[config.mk]
export PLATFORM = sky130hd
export DESIGN_NAME = vps_top
export DESIGN_NICKNAME = d
export VERILOG_FILES = /design/src/design/vps_pkg.sv /design/src/design/vps_sync.sv /design/src/design/vps_clkgen.sv /design/src/design/vps_top.sv
export VERILOG_INCLUDE_DIRS = /design/src /design/src/design
export SDC_FILE = /design/constraint.sdc
export NUM_CORES = 1
export LEC_CHECK = 0
export BUFFER_PORTS_ARGS = -buffer_cell sky130_fd_sc_hd__buf_2
export CORE_ASPECT_RATIO = 1.75
export CORE_MARGIN = 2
export CORE_UTILIZATION = 55
export DETAILED_ROUTE_END_ITERATION = 8
export PLACE_DENSITY = 0.84
export SYNTH_ARGS = -nofsm -noshare
export SYNTH_HDL_FRONTEND = slang
export SYNTH_HIERARCHICAL = 1
export SYNTH_SLANG_ARGS = --single-unit
export TNS_END_PERCENT = 30
[constraint.sdc]
create_clock -name ref_clk -period 4.4 [get_ports ref_clk]
set_clock_uncertainty 0.05 [all_clocks]
set_input_delay 1.32 -clock ref_clk [delete_from_list [all_inputs] [get_ports ref_clk]]
set_output_delay 1.32 -clock ref_clk [all_outputs]
set_load 0.03 [all_outputs]
[src/design/vps_regs.svh]
`ifndef VPS_REGS_SVH
`define VPS_REGS_SVH
// clocking
`define VPS_REF_HZ 100000000
`define VPS_BCLK_128_HZ 128000
`define VPS_BCLK_256_HZ 256000
`define VPS_BCLK_512_HZ 512000
`define VPS_FRAME_HZ 8000
`define VPS_HALF_128 (`VPS_REF_HZ / (2 * `VPS_BCLK_128_HZ))
`define VPS_HALF_256 (`VPS_REF_HZ / (2 * `VPS_BCLK_256_HZ))
`define VPS_HALF_512 (`VPS_REF_HZ / (2 * `VPS_BCLK_512_HZ))
`define VPS_FBITS_128 (`VPS_BCLK_128_HZ / `VPS_FRAME_HZ)
`define VPS_FBITS_256 (`VPS_BCLK_256_HZ / `VPS_FRAME_HZ)
`define VPS_FBITS_512 (`VPS_BCLK_512_HZ / `VPS_FRAME_HZ)
// framing
`define VPS_SYNC_LONG 8
`define VPS_SYNC_LONG16 16
`define VPS_WIN8 7'd32
`define VPS_WIN16 7'd64
`define VPS_BIT_IDLE 7'd64
`define VPS_LAST8 4'd7
`define VPS_LAST16 4'd15
`define VPS_ISDN_MASK 4'h3
`define VPS_THREE_MASK 4'h7
// pin reset: clkOut clkOeN syncOut syncOeN dataOut dataOeN
`define VPS_PINS_RST 6'b010101
`endif

[src/design/vps_pkg.sv]
package vps_pkg;
  typedef enum logic [1:0] {FR_LONG = 2'h0, FR_SHORT = 2'h1, FR_ISDN = 2'h2} vps_frame_e;
  typedef enum logic [1:0] {FMT_LIN13 = 2'h0, FMT_LIN16 = 2'h1, FMT_ULAW = 2'h2,
                            FMT_ALAW = 2'h3} vps_fmt_e;
  typedef enum logic [1:0] {PAD_SIGN = 2'h0, PAD_ZERO = 2'h1, PAD_ATTN = 2'h2} vps_pad_e;
  typedef enum logic [1:0] {RATE_128 = 2'h0, RATE_256 = 2'h1, RATE_512 = 2'h2} vps_rate_e;
  typedef enum logic [1:0] {ST_IDLE = 2'b01, ST_RUN = 2'b10} vps_state_e;
  typedef struct packed {
    logic master;
    vps_frame_e framing;
    vps_fmt_e fmt;
    vps_pad_e pad;
    logic [2:0] attn;
    logic slot16;
    logic littleEnd;
    logic relEarly;
    logic mute;
    logic syncOff;
    logic fastSynth;
    logic longSync16;
    vps_rate_e rate;
    logic [7:0] cntHalf;
    logic [7:0] syncLimit;
    logic [3:0] slotMask;
  } vps_cfg_s;
  typedef struct packed {
    logic clkOut;
    logic clkOeN;
    logic syncOut;
    logic syncOeN;
    logic dataOut;
    logic dataOeN;
  } vps_pins_s;
  typedef logic [3:0][15:0] vps_words_t;
endpackage

[src/design/vps_sync.sv]
`timescale 1ns/1ps
module vps_sync (
  input wire logic ref_clk,
  input wire logic resetn,
  input wire logic ce,
  input wire logic [2:0] d,
  output logic [2:0] q
);
  logic [2:0] meta_q;
  always_ff @(posedge ref_clk or negedge resetn) begin
    if (!resetn) begin
      meta_q <= 3'h0;
      q <= 3'h0;
    end else if (ce) begin
      meta_q <= d;
      q <= meta_q;
    end
  end
endmodule

[src/design/vps_clkgen.sv]
`timescale 1ns/1ps
`include "vps_regs.svh"
module vps_clkgen
  import vps_pkg::*;
(
  input wire logic ref_clk,
  input wire logic resetn,
  input wire logic ce,
  input wire logic run,
  input wire vps_cfg_s cfg,
  output logic bclk_q,
  output logic sync_q
);
  // ************************************************************
  // divider and frame counter
  // ************************************************************
  logic [8:0] div_q;
  logic [10:0] bit_q;
  wire [8:0] slowHalf = (cfg.rate == RATE_512) ? 9'(`VPS_HALF_512) :
                        (cfg.rate == RATE_256) ? 9'(`VPS_HALF_256) : 9'(`VPS_HALF_128);
  wire [10:0] slowBits = (cfg.rate == RATE_512) ? 11'(`VPS_FBITS_512) :
                         (cfg.rate == RATE_256) ? 11'(`VPS_FBITS_256) : 11'(`VPS_FBITS_128);
  wire [8:0] half = cfg.fastSynth ? {1'b0, cfg.cntHalf} : slowHalf;
  wire [10:0] frameBits = cfg.fastSynth ? {cfg.syncLimit, 3'h0} : slowBits;
  // a zero divisor behaves as one rather than stalling the clock
  wire tick = ({1'b0, div_q} + 10'h1) >= {1'b0, half};
  wire [10:0] bitD = ((bit_q + 11'h1) >= frameBits) ? 11'h0 : bit_q + 11'h1;
  wire [10:0] syncLen = (cfg.fastSynth && cfg.longSync16) ? 11'(`VPS_SYNC_LONG16) :
                        11'(`VPS_SYNC_LONG);
  wire syncD = cfg.syncOff ? 1'b0 :
               (cfg.framing == FR_SHORT) ? (bitD == frameBits - 11'h1) :
               (bitD < syncLen);
  always_ff @(posedge ref_clk or negedge resetn) begin
    if (!resetn) begin
      div_q <= 9'h0;
      bclk_q <= 1'b0;
      bit_q <= 11'h7ff;
      sync_q <= 1'b0;
    end else if (ce) begin
      if (!run) begin
        div_q <= 9'h0;
        bclk_q <= 1'b0;
        bit_q <= 11'h7ff;
        sync_q <= 1'b0;
      end else if (tick) begin
        div_q <= 9'h0;
        bclk_q <= !bclk_q;
        if (!bclk_q) begin
          bit_q <= bitD;
          sync_q <= syncD;
        end
      end else begin
        div_q <= div_q + 9'h1;
      end
    end
  end
endmodule

[src/design/vps_top.sv]
// Operation
// at most three voice channels at once
// master drives clock and sync; slave receives
// long frame: sync rising edge starts word
// master long frame: sync high eight bits
// slave long sync width one bit to half
// sample input falling, change output rising
// release output after slot, early or late
// short frame: sync falling edge starts word
// short frame sync lasts one bit
// any of first four slots, three max
// isdn mode gives both bearer channels
// isdn: sync rising edge starts 8 kHz frame
// 8-bit slots only with 8-bit formats (isdn here uses 8-bit slots for every format)
// 16-bit slots take all formats
// 13/16 linear, mu-law, a-law at 8 ks/s
// bit order selectable little or big
// pad unused bits: sign, zero, attenuation
// mute drives zero on output
// master may hold sync low, clock runs
// slow source gives 128/256/512 kHz, 8 kHz
// fast source long sync 8 or 16
// settings load only while idle
`timescale 1ns/1ps
`include "vps_regs.svh"
module vps_top
  import vps_pkg::*;
(
  input wire logic ref_clk,
  input wire logic resetn,
  input wire logic ce,
  input wire logic portEnable,
  input wire vps_cfg_s cfgIn,
  input wire vps_words_t txSample,
  input wire logic bitClkIn,
  input wire logic syncIn,
  input wire logic dataIn,
  output vps_pins_s pins,
  output vps_words_t rxSample,
  output logic [3:0] rxStrobe,
  output logic txTake,
  output logic running
);
  // ************************************************************
  // helpers
  // ************************************************************
  function automatic logic [3:0] chanLimit(input logic [3:0] m);
    chanLimit = (&m) ? `VPS_THREE_MASK : m;
  endfunction

  function automatic logic [1:0] slotOf(input logic [6:0] b, input logic w);
    slotOf = w ? b[5:4] : b[4:3];
  endfunction

  function automatic logic [3:0] posOf(input logic [6:0] b, input logic w);
    posOf = w ? b[3:0] : {1'b0, b[2:0]};
  endfunction

  // slot word is left justified, except that sign padding right justifies it; an 8-cycle slot uses the top byte
  function automatic logic [15:0] buildWord(input logic [15:0] s, input vps_fmt_e f,
                                            input vps_pad_e p, input logic [2:0] a,
                                            input logic w);
    logic b8;
    logic b13;
    b8 = (f == FMT_ULAW) || (f == FMT_ALAW);
    b13 = (f == FMT_LIN13);
    if (!w || (b8 && p == PAD_ZERO)) begin
      buildWord = {s[7:0], 8'h00};
    end else if (b8) begin
      buildWord = (p == PAD_SIGN) ? {{8{s[7]}}, s[7:0]} : {s[7:0], 5'h00, a};
    end else if (b13) begin
      buildWord = (p == PAD_SIGN) ? {{3{s[12]}}, s[12:0]} :
                  (p == PAD_ATTN) ? {s[12:0], a} : {s[12:0], 3'h0};
    end else begin
      buildWord = s;
    end
  endfunction

  // inverse of buildWord; linear samples come back sign extended
  function automatic logic [15:0] getSample(input logic [15:0] w, input vps_fmt_e f,
                                            input vps_pad_e p, input logic l);
    if ((f == FMT_ULAW) || (f == FMT_ALAW)) begin
      getSample = {8'h00, (l && p == PAD_SIGN) ? w[7:0] : w[15:8]};
    end else if (f == FMT_LIN13) begin
      getSample = (p == PAD_SIGN) ? {{3{w[12]}}, w[12:0]} : {{3{w[15]}}, w[15:3]};
    end else begin
      getSample = w;
    end
  endfunction

  // ************************************************************
  // state and configuration
  // ************************************************************
  vps_state_e st_q;
  vps_state_e st_d;
  vps_cfg_s cfg_q;

  always_comb begin
    unique case (st_q)
      ST_IDLE: st_d = portEnable ? ST_RUN : ST_IDLE;
      ST_RUN: st_d = portEnable ? ST_RUN : ST_IDLE;
      default: st_d = ST_IDLE;
    endcase
  end

  always_ff @(posedge ref_clk or negedge resetn) begin
    if (!resetn) begin
      st_q <= ST_IDLE;
      cfg_q <= '0;
    end else if (ce) begin
      st_q <= st_d;
      if (st_q == ST_IDLE) begin
        cfg_q <= cfgIn;
      end
    end
  end

  assign running = st_q[1];
  wire isRun = (st_q == ST_RUN);
  wire is8 = (cfg_q.fmt == FMT_ULAW) || (cfg_q.fmt == FMT_ALAW);
  wire isIsdn = (cfg_q.framing == FR_ISDN);
  wire isShort = (cfg_q.framing == FR_SHORT);
  wire l16 = !isIsdn && (cfg_q.slot16 || !is8);
  wire [3:0] maskEff = chanLimit(isIsdn ? `VPS_ISDN_MASK : cfg_q.slotMask);
  wire [6:0] winLen = l16 ? `VPS_WIN16 : `VPS_WIN8;

  // ************************************************************
  // clock and sync sources
  // ************************************************************
  logic [2:0] pinSync;
  logic genClk;
  logic genSync;

  vps_sync u_sync (
    .ref_clk(ref_clk),
    .resetn(resetn),
    .ce(ce),
    .d({bitClkIn, syncIn, dataIn}),
    .q(pinSync)
  );

  vps_clkgen u_clkgen (
    .ref_clk(ref_clk),
    .resetn(resetn),
    .ce(ce),
    .run(isRun && cfg_q.master),
    .cfg(cfg_q),
    .bclk_q(genClk),
    .sync_q(genSync)
  );

  // the master never listens to its own pins, so pad delay cannot skew framing
  wire bclk = cfg_q.master ? genClk : pinSync[2];
  wire fs = cfg_q.master ? genSync : pinSync[1];
  wire din = pinSync[0];

  // ************************************************************
  // framing
  // ************************************************************
  logic bclk_q;
  logic fsPrev_q;
  logic [6:0] bitPos_q;
  vps_words_t txLatch_q;

  wire rise = ce && isRun && bclk && !bclk_q;
  wire fall = ce && isRun && !bclk && bclk_q;
  // only the sync edge matters, so any slave pulse width is accepted
  wire start = rise && (isShort ? (!fs && fsPrev_q) :
                                  (fs && !fsPrev_q));
  wire [6:0] bitPos_d = start ? 7'h0 :
                        (bitPos_q == `VPS_BIT_IDLE) ? `VPS_BIT_IDLE : bitPos_q + 7'h1;

  always_ff @(posedge ref_clk or negedge resetn) begin
    if (!resetn) begin
      bclk_q <= 1'b0;
      fsPrev_q <= 1'b0;
      bitPos_q <= `VPS_BIT_IDLE;
      txLatch_q <= '0;
      txTake <= 1'b0;
    end else if (ce) begin
      bclk_q <= bclk;
      txTake <= start;
      if (!isRun) begin
        bitPos_q <= `VPS_BIT_IDLE;
      end else if (rise) begin
        fsPrev_q <= fs;
        bitPos_q <= bitPos_d;
      end
      if (start) begin
        txLatch_q <= txSample;
      end
    end
  end

  // ************************************************************
  // transmit
  // ************************************************************
  wire [1:0] txSlot = slotOf(bitPos_d, l16);
  wire [3:0] txPos = posOf(bitPos_d, l16);
  wire txAct = (bitPos_d < winLen) && maskEff[txSlot];
  wire [15:0] txRaw = start ? txSample[txSlot] : txLatch_q[txSlot];
  wire [15:0] txWord = buildWord(txRaw, cfg_q.fmt, cfg_q.pad, cfg_q.attn, l16);
  wire [3:0] txIdx = cfg_q.littleEnd ? (l16 ? txPos : txPos + 4'h8) :
                     4'hf - txPos;
  wire txBit = cfg_q.mute ? 1'b0 : txWord[txIdx];

  // ************************************************************
  // receive
  // ************************************************************
  logic [15:0] rxShift_q;
  wire [1:0] rxSlot = slotOf(bitPos_q, l16);
  wire [3:0] rxPos = posOf(bitPos_q, l16);
  wire rxAct = (bitPos_q < winLen) && maskEff[rxSlot];
  wire rxLast = (rxPos == (l16 ? `VPS_LAST16 : `VPS_LAST8));
  wire [15:0] rxFull = cfg_q.littleEnd ? {din, rxShift_q[15:1]} :
                       {rxShift_q[14:0], din};
  wire [15:0] rxJust = (!cfg_q.littleEnd && !l16) ? {rxFull[7:0], 8'h00} : rxFull;
  wire relNow = fall && rxAct && rxLast && cfg_q.relEarly;

  always_ff @(posedge ref_clk or negedge resetn) begin
    if (!resetn) begin
      rxShift_q <= 16'h0000;
      rxSample <= '0;
      rxStrobe <= 4'h0;
    end else if (ce) begin
      rxStrobe <= 4'h0;
      if (fall && rxAct) begin
        rxShift_q <= rxFull;
        if (rxLast) begin
          rxSample[rxSlot] <= getSample(rxJust, cfg_q.fmt, cfg_q.pad, l16);
          rxStrobe[rxSlot] <= 1'b1;
        end
      end
    end
  end

  // ************************************************************
  // pins
  // ************************************************************
  always_ff @(posedge ref_clk or negedge resetn) begin
    if (!resetn) begin
      pins <= `VPS_PINS_RST;
    end else if (ce) begin
      pins.clkOut <= genClk;
      pins.syncOut <= genSync;
      pins.clkOeN <= !(isRun && cfg_q.master);
      pins.syncOeN <= !(isRun && cfg_q.master);
      if (!isRun) begin
        pins.dataOut <= 1'b0;
        pins.dataOeN <= 1'b1;
      end else if (rise) begin
        pins.dataOut <= txAct ? txBit : pins.dataOut;
        pins.dataOeN <= !txAct;
      end else if (relNow) begin
        pins.dataOeN <= 1'b1;
      end
    end
  end

  // ************************************************************
  // assertions
  // ************************************************************
  logic [4:0] hiCnt_q;
  always_ff @(posedge ref_clk or negedge resetn) begin
    if (!resetn) begin
      hiCnt_q <= 5'h0;
    end else if (rise) begin
      hiCnt_q <= !fs ? 5'h0 : (&hiCnt_q) ? hiCnt_q : hiCnt_q + 5'h1;
    end
  end
  wire syncEnd = rise && !fs && fsPrev_q && cfg_q.master;
endmodule

==> impl_metrics.yaml <==
critical_path:
  worstSetupStartpointType: "register"
  r2r_cells: 16
  crit_fanout: 8
  cp.arrival_ns: 4.61
  end_kind: "register"
  r2r-start: "u_clkgen/bit_q[0]"
  crit_type: "reg2reg"
  reg2reg_to: "u_clkgen/sync_q"
  worstPathRequired_ns: 4.76
  r2r_slack_ns: 0.16
sta:
  relSlewSlack_pct: 31.6
  finalSetupTns_ns: 0
  hold_viol_final: 0
  fin_crit_sh_pct: 96.4
  layout_min_cycle_time_ns: 4.24
  final-setup-viol-count: 0
  maxSlewViolCount: 0
  max_freq_mhz: 236
  worst_slew_pin_slew_ns: 1.03
  rsz0062_at_grt: "false"
min_path:
  holdCritStartpoint: "txLatch_q[44]"
  min_path_cells: 2
  hp-class: "reg2reg"
  worstHoldEndpoint: "txLatch_q[44]"
finish:
  fin_util_pct: 64.7
  final_cells: 1811
  antenna_cells: 0
  areaGrowthSynthToFinish_pct: 15.8
  final_common_cell: "nand2_1"
  final_cell_mix: "nand2_1 (301), dfrtp_1 (216), buf_2 (184), mux2_2 (107), nor2_1 (85)"
  layout-drive-gt1-share_pct: 26.7
  nets: 1634
  design_area_mm2: 0.0147
cts:
  clkTransAtPathRegs_ns: 0.07
  cts_tree: "done"
  cts_root_buffer: "clkbuf_16"
  clk-insertion-delay-late_ns: 0.53
  cts.path.max_buffers: 3
  holdBufCountCts: 0
  h-tree-depth: 1
  cts_buffers: 22
  cts.sinks: 232
synthesis:
  ys_warn_count: 6
  synth-seq-cells: 232
  postSynthCellCount: 1335
  synth.avg_cell_area_um2: 9.51
  synth_edf_count: 0
  synth_cell_types: 84
  synth-async-reset-ratio_pct: 100
  synth_seq_area_share_pct: 45.9
  synthFlopType: "dfrtp_1"
  synth_area_mm2: 0.0127
  syn_nets: 1473
global_routing:
  grt_max_degree: 88
  grt_pass1_vias: 10700
  grt_usage_pct: 28.5
  grt_pass1_wl_mm: 55.4
  antenna_found_initial: 0
  grt-ovfl-total: 0
route:
  wl_per_cell_um: 19.2
  antenna_left: 0
  drtPass1Iterations: 7
  num_vias: 10700
  finalWirelength_mm: 34.8
  drt_iter0_drc: 961
  drc_errors: 0
  via_per_inst: 5.92
placement:
  place_congestion: 0.950
  portBuffers: 185
  place_area_mm2: 0.0139
  dp_hpwl_mm: 25.7
  place_inst: 1772
die:
  die_y_um: 205
  dieArea_mm2: 0.0244
  initial_core_util_pct: 55.8
  row_count: 73
  io_pins: 186
  core-area_mm2: 0.0227
  die_w_um: 119
power_and_ir_drop:
  power_density_mw_per_mm2: 566
  p_leak_nw: 7.41
  ir_drop_uv: 328
run:
  drv_cap: 0
outcome:
  status: "completed"
## routing by layer
layer  GRT usage, %  wire length, µm  vias up
met3           3.06             1690       94
li1               -                -     5017
met5              0                0        -
met2           53.2            18400      388
met1           32.0            13000     5214
met4           13.8             1690        0
## logic make-up after synthesis
group | after synthesis | share of synthesized area [%]
mux | 153 | 13.4
buf+inv | 104 | 3.64
xor+xnor | 32 | 2.27
compound gates | 260 | 13.6
simple gates | 524 | 18.3
flops | 232 | 45.9
fa+ha+maj | 30 | 2.93
## power breakdown
part / switching [W] / leakage, nW / total (W) / internal [W]
Clock: 0.000834 / 0.363 / 0.00198 / 0.00115
Sequential: 0.000380 / 3.06 / 0.00283 / 0.00245
Combinational: 0.00212 / 3.98 / 0.00352 / 0.00140
Total: 0.00334 / 7.41 / 0.00832 / 0.00499
## worst max-delay path, stage by stage (launching register included)
cell	delay (ns)
dfstp_2	0.61
ha_4	0.19
inv_1	0.06
buf_4	0.15
o31a_1	0.31
or2_2	0.33
ha_1	0.24
a211oi_2	0.24
a21oi_1	0.11
maj3_2	0.36
a211oi_4	0.31
ha_1	0.30
a211oi_1	0.23
nand4_1	0.13
o211a_1	0.17
o32a_1	0.30
o41ai_2	0.06
## timing repair
action	4_1_cts	5_1_grt
setup buffers	0	0
resized for setup	0	6
setup endpoints to repair	0	1
## registers in the layout (all words and copies together) (netlist names)
signal           flops
u_clkgen/bclk_q      1
st_q                 2
pins                 5
txLatch_q           64
rxShift_q           16
u_sync/meta_q        3
bclk_q               1
u_clkgen/bit_q      11
u_clkgen/sync_q      1
bitPos_q             7
rxSample            64
txTake               1
rxStrobe             4
u_clkgen/div_q       9
fsPrev_q             1
u_sync/q             3
cfg_q               39
## synth_stat cells, types with 15 or more instances
master | count | area share [%]
nand2_1 | 302 | 8.9
dfrtp_1 | 217 | 43
mux2_2 | 107 | 9.5
nor2_1 | 85 | 2.5
o21ai_0 | 67 | 2.6
a21oi_1 | 61 | 2.4
clkbuf_1 | 44 | 1.3
mux2i_1 | 38 | 3.0
ha_1 | 28 | 2.8
inv_1 | 28 | 0.83
nand3_1 | 28 | 1.1
nor3_1 | 25 | 0.99
xnor2_1 | 16 | 1.1
a211oi_1 | 15 | 0.89
dfstp_2 | 15 | 3.1
nand2b_1 | 15 | 0.74
xor2_1 | 15 | 1.0
## metrics by stage
step / setup WS [ns] / hold WS [ns] / total power [W]
3_5_place_dp: 0.0349 / 0.412 / 0.00626
5_1_grt: 0.0251 / 0.458 / 0.00880
2_1_floorplan: 0.0270 / 0.387 / 0.00522
4_1_cts: 0.0297 / 0.428 / 0.00826
3_3_place_gp: 0.124 / 0.403 / 0.00620
6_report: 0.157 / 0.425 / 0.00832
## final cells by class
type | instances | area [µm²]
multi-input cells | 999 | 6470
well taps | 300 | 375
fillers | 1824 | 8030
clock inverters | 7 | 95.1
inverters | 29 | 109
flip-flops and latches | 232 | 5830
repair buffers | 212 | 1190
clock buffers | 32 | 649
## worst max path at each step
stage,startpoint,end,cells past startpoint
after global routing,u_clkgen/bit_q[0],u_clkgen/sync_q,16
after CTS,u_clkgen/bit_q[0],u_clkgen/sync_q,16
after floorplan,ce,pins[1],16
after global placement,u_clkgen/bit_q[0],u_clkgen/sync_q,16
final,u_clkgen/bit_q[0],u_clkgen/sync_q,16
after detailed placement,u_clkgen/bit_q[0],u_clkgen/sync_q,16
(Power assumes the default switching activity.)
